### config.mk
export PLATFORM = sky130hd
export DESIGN_NAME = pms_core
export DESIGN_NICKNAME = d
export VERILOG_FILES = /design/src/pms_pkg.sv /design/src/pms_core.sv /design/src/pms_sync_delay.sv
export SDC_FILE = /design/constraint.sdc
export NUM_CORES = 1
export LEC_CHECK = 0
export BUFFER_PORTS_ARGS = -buffer_cell sky130_fd_sc_hd__buf_4
export CAP_MARGIN = 15
export CORE_MARGIN = 5
export CORE_UTILIZATION = 60
export CTS_CLUSTER_DIAMETER = 40
export CTS_CLUSTER_SIZE = 8
export DETAILED_ROUTE_END_ITERATION = 8
export GPL_ROUTABILITY_DRIVEN = 0
export PLACE_DENSITY = 0.84
export SYNTH_ARGS = -nofsm -noshare
export SYNTH_HDL_FRONTEND = slang
export SYNTH_HIERARCHICAL = 1
export SYNTH_SLANG_ARGS = --single-unit
### constraint.sdc
create_clock -name i_clock -period 28.2 [get_ports i_clock]
set_clock_uncertainty 0.1 [all_clocks]
set_input_delay 5.64 -clock i_clock [delete_from_list [all_inputs] [get_ports i_clock]]
set_output_delay 5.64 -clock i_clock [all_outputs]
set_load 0.1 [all_outputs]
### src/pms_pkg.sv
package pms_pkg;
  localparam int                 CNT_W      = 16;         // prescale and period counter width
  localparam int                 NUM_CAP    = 3;          // capture inputs 0..2
  localparam int                 NUM_MAT    = 6;          // match outputs 0..5
  localparam int                 DLY_W      = 8;          // sync-out delay width
  localparam logic [CNT_W-1:0]   CNT_ZERO   = 16'h0000;
  localparam logic [CNT_W-1:0]   CNT_ONE    = 16'h0001;
  localparam logic [DLY_W-1:0]   DLY_ZERO   = 8'h00;
  localparam logic [DLY_W-1:0]   DLY_ONE    = 8'h01;
  localparam logic [NUM_MAT-1:0] MAT_RESET  = 6'h00;

  typedef enum logic [1:0] {
    PMS_DLY_IDLE = 2'b00,
    PMS_DLY_WAIT = 2'b01
  } pms_dly_e;
endpackage : pms_pkg

### src/pms_core.sv
`timescale 1ns/10ps
`default_nettype none
// Notes on behaviour
// - master emits a one-cycle period-start pulse whenever the period counter starts or restarts.
// - transfer-indicate pulse accompanies start pulse only when a shadow copy happened.
// - programmable delay sits between counter start and both outgoing pulses.
// - slave synchronises its period counter to the incoming period-start pulse.
// - slave loads shadow registers as the incoming transfer-indicate pulse says, and from a pending copy at its first start after enable.
// - three capture inputs, indexed zero to two, capture the period counter.
// - six modulated match outputs, indexed zero to five.
// - prescale and period counters run on the same clock as the control interface.
// - sixteen-bit period counter advanced by a sixteen-bit prescale counter.
// - protective stop input holds outputs at software-set levels, optionally flags interrupt.
// - modules chain, each instance may be master of the next one.
module pms_core
  import pms_pkg::*;
(
  input  wire logic                        i_clock,          // modulator branch clock, also control clock
  input  wire logic                        i_sys_rst,        // async reset, active high
  input  wire logic                        i_enable,         // counters run when high
  input  wire logic                        i_slave_mode,     // follow upstream sync pulses
  input  wire logic [pms_pkg::CNT_W-1:0]   i_prescale,       // prescale terminal value
  input  wire logic [pms_pkg::CNT_W-1:0]   i_period,         // staged period terminal value
  input  wire logic [pms_pkg::NUM_MAT*pms_pkg::CNT_W-1:0] i_rise, // staged rise points
  input  wire logic [pms_pkg::NUM_MAT*pms_pkg::CNT_W-1:0] i_fall, // staged fall points
  input  wire logic                        i_update_req,     // software asks for shadow copy
  input  wire logic [pms_pkg::DLY_W-1:0]   i_sync_delay,     // delay of outgoing sync pair
  input  wire logic [pms_pkg::NUM_MAT-1:0] i_trap_level,     // output levels while stopped
  input  wire logic                        i_trap_int_en,    // allow stop interrupt
  input  wire logic                        i_trap_clear,     // leave protective state
  input  wire logic                        i_sync_in,        // upstream period-start pulse
  input  wire logic                        i_xfer_in,        // upstream transfer-indicate pulse
  input  wire logic [pms_pkg::NUM_CAP-1:0] i_capture_inputs, // capture pins
  input  wire logic                        i_protective_stop_input, // stop pin
  output logic [pms_pkg::NUM_MAT-1:0]      o_modulated_outputs, // match outputs
  output logic                             o_sync_out,       // period-start pulse to next stage
  output logic                             o_xfer_out,       // transfer-indicate pulse to next stage
  output logic [pms_pkg::NUM_CAP*pms_pkg::CNT_W-1:0] o_capture_value, // captured counts
  output logic [pms_pkg::NUM_CAP-1:0]      o_capture_event,  // one-cycle capture strobe
  output logic                             o_trapped,        // protective state active
  output logic                             o_trap_irq,       // stop interrupt level
  output logic                             o_update_pending  // shadow copy still waiting
);
  import pms_pkg::*;

  // pins from outside pass two flops; the first stage is read only by the second
  logic [NUM_CAP-1:0] cap_s1_r, cap_s2_r, cap_s3_r;
  logic               trp_s1_r, trp_s2_r;

  always_ff @(posedge i_clock or posedge i_sys_rst) begin
    if (i_sys_rst) begin
      cap_s1_r <= '0;
      cap_s2_r <= '0;
      cap_s3_r <= '0;
      trp_s1_r <= 1'b0;
      trp_s2_r <= 1'b0;
    end else begin
      cap_s1_r <= i_capture_inputs;
      cap_s2_r <= cap_s1_r;
      cap_s3_r <= cap_s2_r;
      trp_s1_r <= i_protective_stop_input;
      trp_s2_r <= trp_s1_r;
    end
  end

  // counters, shadows and pending copy
  logic [CNT_W-1:0]         pre_r, pre_nxt;
  logic [CNT_W-1:0]         cnt_r, cnt_nxt;
  logic [CNT_W-1:0]         per_sh_r, per_sh_nxt;
  logic [NUM_MAT*CNT_W-1:0] rise_sh_r, rise_sh_nxt;
  logic [NUM_MAT*CNT_W-1:0] fall_sh_r, fall_sh_nxt;
  logic                     pend_r, pend_nxt;
  logic                     run_r, run_nxt;
  logic                     start, xfer, wrap;

  // wrap is the master restart; in slave mode the counter waits for upstream
  assign wrap = (pre_r == i_prescale) && (cnt_r == per_sh_r);

  always_comb begin
    pre_nxt     = pre_r;
    cnt_nxt     = cnt_r;
    per_sh_nxt  = per_sh_r;
    rise_sh_nxt = rise_sh_r;
    fall_sh_nxt = fall_sh_r;
    pend_nxt    = pend_r | i_update_req;
    run_nxt     = i_enable;
    start       = 1'b0;
    xfer        = 1'b0;
    if (!i_enable) begin
      pre_nxt = CNT_ZERO;
      cnt_nxt = CNT_ZERO;
    end else if (i_slave_mode && i_sync_in) begin
      pre_nxt = CNT_ZERO;
      cnt_nxt = CNT_ZERO;
      start   = 1'b1;
      xfer    = i_xfer_in;
    end else if (!run_r || (!i_slave_mode && wrap)) begin
      pre_nxt = CNT_ZERO;
      cnt_nxt = CNT_ZERO;
      start   = 1'b1;
      xfer    = pend_r | i_update_req;
    end else if (pre_r == i_prescale) begin
      pre_nxt = CNT_ZERO;
      if (cnt_r != per_sh_r) begin
        cnt_nxt = cnt_r + CNT_ONE;
      end
    end else begin
      pre_nxt = pre_r + CNT_ONE;
    end
    if (xfer) begin
      per_sh_nxt  = i_period;
      rise_sh_nxt = i_rise;
      fall_sh_nxt = i_fall;
      pend_nxt    = 1'b0;
    end
  end

  always_ff @(posedge i_clock or posedge i_sys_rst) begin
    if (i_sys_rst) begin
      pre_r     <= CNT_ZERO;
      cnt_r     <= CNT_ZERO;
      per_sh_r  <= CNT_ZERO;
      rise_sh_r <= '0;
      fall_sh_r <= '0;
      pend_r    <= 1'b0;
      run_r     <= 1'b0;
    end else begin
      pre_r     <= pre_nxt;
      cnt_r     <= cnt_nxt;
      per_sh_r  <= per_sh_nxt;
      rise_sh_r <= rise_sh_nxt;
      fall_sh_r <= fall_sh_nxt;
      pend_r    <= pend_nxt;
      run_r     <= run_nxt;
    end
  end

  // outgoing pair feeds the next instance's slave inputs
  pms_sync_delay i_pms_sync_delay (
    .i_clock   (i_clock),
    .i_sys_rst (i_sys_rst),
    .i_delay   (i_sync_delay),
    .i_start   (start),
    .i_xfer    (xfer),
    .o_sync    (o_sync_out),
    .o_xfer    (o_xfer_out)
  );

  // protective state: set wins over clear so a stop is never lost
  logic trap_r, trap_nxt;
  always_comb begin
    trap_nxt = trap_r;
    if (i_trap_clear) begin
      trap_nxt = 1'b0;
    end
    if (trp_s2_r) begin
      trap_nxt = 1'b1;
    end
  end

  // match outputs and captures, one per index
  logic [NUM_MAT-1:0]       mat_r, mat_nxt;
  logic [NUM_CAP*CNT_W-1:0] capv_r, capv_nxt;
  logic [NUM_CAP-1:0]       cape_r, cape_nxt;

  genvar g;
  generate
    for (g = 0; g < NUM_MAT; g++) begin : g_mat
      always_comb begin
        mat_nxt[g] = mat_r[g];
        if (trap_r) begin
          mat_nxt[g] = i_trap_level[g];
        end else if (!i_enable) begin
          mat_nxt[g] = MAT_RESET[g];
        end else if (cnt_r == fall_sh_r[g*CNT_W +: CNT_W]) begin
          mat_nxt[g] = 1'b0;
        end else if (cnt_r == rise_sh_r[g*CNT_W +: CNT_W]) begin
          mat_nxt[g] = 1'b1;
        end
      end
    end
    for (g = 0; g < NUM_CAP; g++) begin : g_cap
      always_comb begin
        cape_nxt[g]                 = cap_s2_r[g] & ~cap_s3_r[g];
        capv_nxt[g*CNT_W +: CNT_W]  = cape_nxt[g] ? cnt_r : capv_r[g*CNT_W +: CNT_W];
      end
    end
  endgenerate

  always_ff @(posedge i_clock or posedge i_sys_rst) begin
    if (i_sys_rst) begin
      trap_r <= 1'b0;
      mat_r  <= MAT_RESET;
      capv_r <= '0;
      cape_r <= '0;
    end else begin
      trap_r <= trap_nxt;
      mat_r  <= mat_nxt;
      capv_r <= capv_nxt;
      cape_r <= cape_nxt;
    end
  end

  assign o_modulated_outputs = mat_r;
  assign o_capture_value     = capv_r;
  assign o_capture_event     = cape_r;
  assign o_trapped           = trap_r;
  assign o_trap_irq          = trap_r & i_trap_int_en;
  assign o_update_pending    = pend_r;
endmodule : pms_core
`default_nettype wire

### src/pms_sync_delay.sv
`timescale 1ns/10ps
`default_nettype none
// delays the period-start and transfer-indicate pair by a programmable count
module pms_sync_delay
  import pms_pkg::*;
(
  input  wire logic             i_clock,      // subsystem clock
  input  wire logic             i_sys_rst,    // async reset, active high
  input  wire logic [DLY_W-1:0] i_delay,      // delay in cycles, zero passes through next cycle
  input  wire logic             i_start,      // counter start pulse
  input  wire logic             i_xfer,       // shadow copy happened with this start
  output logic                  o_sync,       // delayed period-start pulse
  output logic                  o_xfer        // delayed transfer-indicate pulse
);
  pms_dly_e         state_r, state_nxt;
  logic [DLY_W-1:0] cnt_r, cnt_nxt;
  logic             xfer_r, xfer_nxt;
  logic             sync_r, sync_nxt;
  logic             txo_r, txo_nxt;

  // a new start during a pending delay restarts it; only one pulse pair in flight
  always_comb begin
    state_nxt = state_r;
    cnt_nxt   = cnt_r;
    xfer_nxt  = xfer_r;
    sync_nxt  = 1'b0;
    txo_nxt   = 1'b0;
    if (i_start && i_delay == DLY_ZERO) begin
      sync_nxt  = 1'b1;
      txo_nxt   = i_xfer;
      state_nxt = PMS_DLY_IDLE;
    end else if (i_start) begin
      state_nxt = PMS_DLY_WAIT;
      cnt_nxt   = i_delay;
      xfer_nxt  = i_xfer;
    end else begin
      case (state_r)
        PMS_DLY_IDLE: begin
        end
        PMS_DLY_WAIT: begin
          if (cnt_r == DLY_ONE) begin
            sync_nxt  = 1'b1;
            txo_nxt   = xfer_r;
            state_nxt = PMS_DLY_IDLE;
          end
          cnt_nxt = cnt_r - DLY_ONE;
        end
        default: state_nxt = PMS_DLY_IDLE;
      endcase
    end
  end

  always_ff @(posedge i_clock or posedge i_sys_rst) begin
    if (i_sys_rst) begin
      state_r <= PMS_DLY_IDLE;
      cnt_r   <= DLY_ZERO;
      xfer_r  <= 1'b0;
      sync_r  <= 1'b0;
      txo_r   <= 1'b0;
    end else begin
      state_r <= state_nxt;
      cnt_r   <= cnt_nxt;
      xfer_r  <= xfer_nxt;
      sync_r  <= sync_nxt;
      txo_r   <= txo_nxt;
    end
  end

  assign o_sync = sync_r;
  assign o_xfer = txo_r;
endmodule : pms_sync_delay
`default_nettype wire

==> impl_metrics.json, run 1 <==
{
  "status": "completed",
  "async_flop_share_pct": 100,
  "detailed_place_hpwl_mm": 28.0,
  "hold_violations": 0,
  "fin_hold_ws_ns": 0.249,
  "via_per_inst": 5.82,
  "setup_tns_ns": 0,
  "overflow": 0,
  "synth_top_family_by_area": "multiplexers",
  "r2r_start": "cnt_r[7]",
  "vdd_drop_max_mv": 0.0517,
  "grt_first_pass_wirelength_mm": 66.6,
  "ys.flop_type": "dfrtp_1",
  "postCtsSetupBuffers": 0,
  "grt-busiest-layer": "met2",
  "die_x_um": 174,
  "cp_slowest_cell": "buf_4",
  "critPathLaunchType": "primary input",
  "clockRootBuffer": "clkbuf_16",
  "htree_levels": 2,
  "design.core.area_mm2": 0.0268,
  "netlist_instances": 1165,
  "arrival_ns": 6.11,
  "synthAdderAreaFrac_pct": 0.309,
  "synth.largest_area_cell": "dfrtp_1",
  "syn_area_mm2": 0.0162,
  "port_buffers": 312,
  "p_leak_nw": 9.68,
  "wl_mm": 43.2,
  "intPower_w": 0.00108,
  "critPathMaxStageDelay_ns": 0.23,
  "synth_area_leaders": "dfrtp_1, mux2_4, xor2_1",
  "postSynthAreaPerCell_um2": 13.9,
  "clk_pin_slew_ns": 0.04,
  "numCtsBuffers": 52,
  "power_density_mw_per_mm2": 71.4,
  "finalSetupViolCount": 0,
  "postRouteAntennaNets": 0,
  "critPathCaptureType": "primary output",
  "power_frac_comb_pct": 17.1,
  "grt_pass1_vias": 11600,
  "drc": 0,
  "routedWlPerCell_um": 23.4,
  "grt_use_total_pct": 28.0,
  "max_freq_ghz": 0.0844,
  "p_seq_share_pct": 40.7,
  "io_pins": 313,
  "synth_edf_count": 0,
  "switchingPower_w": 0.000359,
  "cts_tree": "done",
  "synth_mux_area_share_pct": 22.4,
  "ys_warn_count": 6,
  "tightest_slew_ns": 1.13,
  "grt_use_met2_pct": 45.7,
  "die_area_mm2": 0.0304,
  "startpoint": "i_trap_int_en",
  "reg2reg_depth": 9,
  "synth_xor_xnor_area_share_pct": 12.9,
  "crit_chain": "buf_4 -> and2_1 -> buf_4",
  "relSlewSlack_pct": 24.7,
  "ctsResizeCount": 0,
  "postCtsHoldBufs": 0,
  "p_total_w": 0.00144,
  "cts_buffer_depth": 3,
  "path_max_fanout": 1,
  "met1_usage_pct": 36.2,
  "insertion_delay_ns": 0.55,
  "slew_viol_final": 0,
  "crit_type": "in2out",
  "required_ns": 22.46,
  "vias": 10800,
  "synth_compound_area_share_pct": 3.31,
  "syn2layout_area_growth_pct": 24.4,
  "yosys.cell_types.count": 60,
  "drtIter0Drc": 772,
  "antenna_found_initial": 3,
  "drv_cap": 0,
  "synth_nets": 1420,
  "use_met3_pct": 5.55,
  "min_period_ns": 11.85,
  "num_rows": 60,
  "min_path_type": "reg2reg",
  "cpMostUsedCell": "buf_4",
  "grt_max_degree": 165,
  "swShare_pct": 24.9,
  "rsz0062_at_grt": "no",
  "initial_core_util_pct": 60.4,
  "reg2reg_slack_ns": 23.04,
  "ys_ff_latch": 323,
  "clkPwrFrac_pct": 42.1,
  "endpoint": "o_trap_irq",
  "synthSimpleGateAreaFrac_pct": 6.87,
  "firstDrtPassIters": 5,
  "synth-seq-area-share_pct": 49.9,
  "synth_top_cell_area_share_pct": 49.9,
  "die_h_um": 174,
  "cts.sinks": 323,
  "period_share_pct": 42.0,
  "drive_gt1_share_pct": 44.6,
  "r2r_end": "fall_sh_r[58]",
  "final_nets": 1739
}
-- routing by layer --
layer	vias to the layer above	share of wire (%)
li1	4722	-
met1	5473	41
met3	124	6.1
met4	0	4.6
met5	-	0
met2	445	49
-- layout make-up --
type                            count  area [um^2]
Sequential cell                   323         8080
Multi-Input combinational cell    760         7420
Fill cell                        1668         6640
Timing Repair Buffer              334         2530
Clock buffer                       65         1440
Tap cell                          341          427
Clock inverter                     10          193
Inverter                           13         56.3
Antenna cell                        3         7.51
-- cells in the final DEF, fill, tap and decap left out, types with 6 or more instances in the layout --
cell type and instances:
buf_4 332, dfrtp_1 323, mux2_4 200, xor2_1 136, xnor2_1 102, mux2_2 55, clkbuf_16 54, nor4_1 37
nand4_1 29, o21ai_0 26, nor2_1 25, nand2_1 22, a21oi_1 15, nand3_1 13, and3_1 11, inv_1 11
a41oi_1 7, or4_1 6, clkbuf_1 6
-- through the flow --
step / cell area, um^2 / utilization, % / instances / setup WS [ns]
floorplan: 16200 / - / 1165 / 13.86
global placement: 18500 / 69.1 / 1771 / 16.34
detailed placement: 18500 / 69.1 / 1771 / 16.35
CTS: 20100 / 75.2 / 1846 / 16.35
global route: 20200 / 75.2 / 1849 / 16.33
finish: 20200 / 75.2 / 1849 / 16.35
-- Yosys cell counts (5+ instances only) --
cell type  number
and3_1         11
nor4_1         37
buf_12         22
nand4_1        29
or3_1           5
mux2_4        200
o31ai_1         5
nand3_1        13
clkbuf_1       17
a41oi_1         7
nand2_1        22
nor2_1         25
o21ai_0        26
inv_1          12
and2_1          5
xnor2_1       102
dfrtp_1       323
a21oi_1        15
buf_1          20
or4_1           6
a311oi_1        5
xor2_1        136
mux2_2         55
buf_2           5
-- worst max-delay path, delay by kind of cell --
family / cells / cell delay (ns)
buffers and inverters: 2 / 0.33
AND/OR/NAND/NOR: 1 / 0.14
-- power by group through the flow --
| stage | clock network (W) | logic [W] | registers [W] |
|---|---|---|---|
| 4_1_cts | 0.000613 | 0.000247 | 0.000585 |
| 6_report | 0.000606 | 0.000246 | 0.000586 |
| 2_1_floorplan | 0 | 0.000182 | 0.000588 |
| 3_3_place_gp | 0 | 0.000236 | 0.000586 |
| 5_1_grt | 0.000634 | 0.000264 | 0.000592 |
| 3_5_place_dp | 0 | 0.000244 | 0.000589 |
-- how the worst min path moves through the flow --
stage	cells past startpoint	from	to	slack (ns)
4_1_cts	0	cap_s1_r[0]	cap_s2_r[0]	0.25
2_1_floorplan	0	cap_s1_r[0]	cap_s2_r[0]	0.23
3_3_place_gp	0	cap_s1_r[2]	cap_s2_r[2]	0.24
5_1_grt	0	cap_s1_r[0]	cap_s2_r[0]	0.26
3_5_place_dp	0	cap_s1_r[2]	cap_s2_r[2]	0.24
6_report	0	cap_s1_r[0]	cap_s2_r[0]	0.25
-- flip-flops by register name, indices dropped and copies added (netlist names), 3 cells and up --
register	count
rise_sh_r	96
pre_r	16
i_pms_sync_delay/cnt_r	8
cap_s1_r	3
o_capture_event	3
fall_sh_r	96
cap_s3_r	3
cap_s2_r	3
cnt_r	16
per_sh_r	16
o_capture_value	48
o_modulated_outputs	6
-- cells by family (layout without fill, tap and decap cells) --
logic type / after synthesis / in the layout
fa+ha+maj: 4 / 4
buf+inv: 82 / 422
xor+xnor: 238 / 238
other cells: 0 / 3
simple gates: 181 / 181
mux: 256 / 256
flops: 323 / 323
compound gates: 81 / 81
No activity file was read; power rests on OpenSTA's default activity.
==> run 2, diff against run 1 <==
--- a/config.mk
+++ b/config.mk
@@ -8,12 +8,12 @@
 export BUFFER_PORTS_ARGS = -buffer_cell sky130_fd_sc_hd__buf_4
 export CAP_MARGIN = 15
 export CORE_MARGIN = 5
-export CORE_UTILIZATION = 60
+export CORE_UTILIZATION = 51
 export CTS_CLUSTER_DIAMETER = 40
 export CTS_CLUSTER_SIZE = 8
 export DETAILED_ROUTE_END_ITERATION = 8
 export GPL_ROUTABILITY_DRIVEN = 0
-export PLACE_DENSITY = 0.84
+export PLACE_DENSITY = 0.75
 export SYNTH_ARGS = -nofsm -noshare
 export SYNTH_HDL_FRONTEND = slang
 export SYNTH_HIERARCHICAL = 1
==> constraint.sdc (replaced) <==
create_clock -name i_clock -period 10.1 [get_ports i_clock]
set_clock_uncertainty 0.1 [all_clocks]
set_input_delay 2.02 -clock i_clock [delete_from_list [all_inputs] [get_ports i_clock]]
set_output_delay 2.02 -clock i_clock [all_outputs]
set_load 0.1 [all_outputs]
==> run 2 against run 1 <==
Against the previous run: clock-buffer cell count up 2; clock power rose to 2.6 times the previous value; flip-flop and latch count unchanged; worst hold slack worse by 0.0056 ns; via count down 2.1%; sequential power rose to 2.8 times the previous value; die area up 17%; first-iteration DRC count down 18%.
==> impl_metrics.json, run 2 (synthesis results as in run 1) <==
{
  "vdd_drop_max_mv": 0.118,
  "arrival_ns": 5.29,
  "design.core.area_mm2": 0.0315,
  "critPathMaxStageDelay_ns": 0.66,
  "postCtsSetupBuffers": 0,
  "overflow": 0,
  "die_h_um": 188,
  "ctsResizeCount": 0,
  "clk_pin_slew_ns": 0.05,
  "p_leak_nw": 9.62,
  "max_freq_ghz": 0.201,
  "port_buffers": 312,
  "grt_pass1_vias": 11200,
  "grt_use_total_pct": 23.5,
  "die_area_mm2": 0.0354,
  "period_share_pct": 49.3,
  "num_rows": 65,
  "cts_buffer_depth": 3,
  "reg2reg_depth": 7,
  "wl_mm": 42.5,
  "power_frac_comb_pct": 17.6,
  "nFillCells": 2328,
  "power_density_mw_per_mm2": 192,
  "firstDrtPassIters": 5,
  "vias": 10500,
  "fin_hold_ws_ns": 0.244,
  "finalSetupViolCount": 0,
  "hold_violations": 0,
  "swShare_pct": 25.2,
  "via_per_inst": 5.52,
  "slew_viol_final": 0,
  "drc": 0,
  "crit_type": "in2reg",
  "setup_tns_ns": 0,
  "mostFrequentLayoutCell": "buf_4",
  "critPathLaunchType": "primary input",
  "die_x_um": 188,
  "fin_util_pct": 63.9,
  "switchingPower_w": 0.000974,
  "clockRootBuffer": "clkbuf_16",
  "relSlewSlack_pct": 33.5,
  "intPower_w": 0.00290,
  "required_ns": 10.41,
  "placed_cells": 1833,
  "min_from": "cap_s1_r[1]",
  "fin_ws_ns": 5.12,
  "detailed_place_hpwl_mm": 28.6,
  "antenna_found_initial": 1,
  "insertion_delay_ns": 0.54,
  "final_nets": 1739,
  "seqCellArea_mm2": 0.00808,
  "drtIter0Drc": 634,
  "drv_cap": 0,
  "min_to": "cap_s2_r[1]",
  "critPathCaptureType": "register",
  "min_path_type": "reg2reg",
  "io_pins": 313,
  "path_max_fanout": 104,
  "htree_levels": 2,
  "cts_tree": "done",
  "r2r_start": "cnt_r[8]",
  "grt_first_pass_wirelength_mm": 65.3,
  "final_cells": 1910,
  "whs_path_depth": 0,
  "crit_chain": "buf_4 -> xor2_1 -> nor4_1 -> nand4_2 -> or4_4 -> a21oi_4 -> buf_12 -> mux2_2",
  "drive_gt1_share_pct": 44.4,
  "initial_core_util_pct": 51.5,
  "grt_max_degree": 179,
  "reg2reg_slack_ns": 6.05,
  "layout_common_cells": "buf_4, dfrtp_1, mux2_4",
  "routedWlPerCell_um": 22.2,
  "cts.sinks": 323,
  "rsz0062_at_grt": "no",
  "clkPwrFrac_pct": 40.3,
  "tightest_slew_ns": 0.997,
  "p_seq_share_pct": 42.1,
  "cp_slowest_cell": "a21oi_4",
  "multiInputGateArea_mm2": 0.00742,
  "min_period_ns": 4.98,
  "syn2layout_area_growth_pct": 24.2,
  "postRouteAntennaNets": 0,
  "startpoint": "i_prescale[9]",
  "place_ws_ns": 4.55,
  "postCtsHoldBufs": 0,
  "numCtsBuffers": 51,
  "r2r_end": "fall_sh_r[3]",
  "status": "completed"
}
[run 2: worst max path at each step]
stage | end
final | fall_sh_r[3]
after global routing | fall_sh_r[3]
after CTS | fall_sh_r[3]
after detailed placement | fall_sh_r[3]
after global placement | fall_sh_r[7]
after floorplan | cap_s1_r[0]
[run 2: power by group through the flow]
stage / Sequential (W) / Combinational (W) / Clock (W)
floorplan: 0.00164 / 0.000510 / 0
global placement: 0.00164 / 0.000661 / 0
detailed placement: 0.00164 / 0.000681 / 0
CTS: 0.00163 / 0.000685 / 0.00158
global route: 0.00165 / 0.000731 / 0.00165
finish: 0.00163 / 0.000681 / 0.00156
[run 2: final cells by class]
cell class                 instances  share of cell area, %
antenna                            1                 0.0124
clock buffer                      67                   6.89
clock inverter                     9                  0.560
inverter                          13                  0.261
multi-input combinational        760                   36.9
sequential                       323                   40.2
tap                              402                   2.50
timing repair buffer             335                   12.7
[run 2: critical path: cells and delay by family]
family                 cells  cell delay, ns
AND/OR/NAND/NOR            3            1.22
buffers and inverters      2            0.72
AO/OA/AOI/OAI              1            0.66
multiplexers               1            0.42
XOR/XNOR                   1            0.13
[run 2: per-stage QoR]
stage | total power (W) | area, um^2
after global placement | 0.00230 | 18600
after detailed placement | 0.00232 | 18600
final | 0.00387 | 20100
after floorplan | 0.00215 | 16200
after global routing | 0.00403 | 20100
after CTS | 0.00390 | 20100
[run 2: metal layers]
metal | up-vias | part of all wire, % | track usage [%]
met2 | 422 | 48 | 38.8
met1 | 5277 | 43 | 31.8
met5 | - | 0 | 0
li1 | 4743 | - | -
met3 | 98 | 6.0 | 4.37
met4 | 0 | 3.2 | 7.45
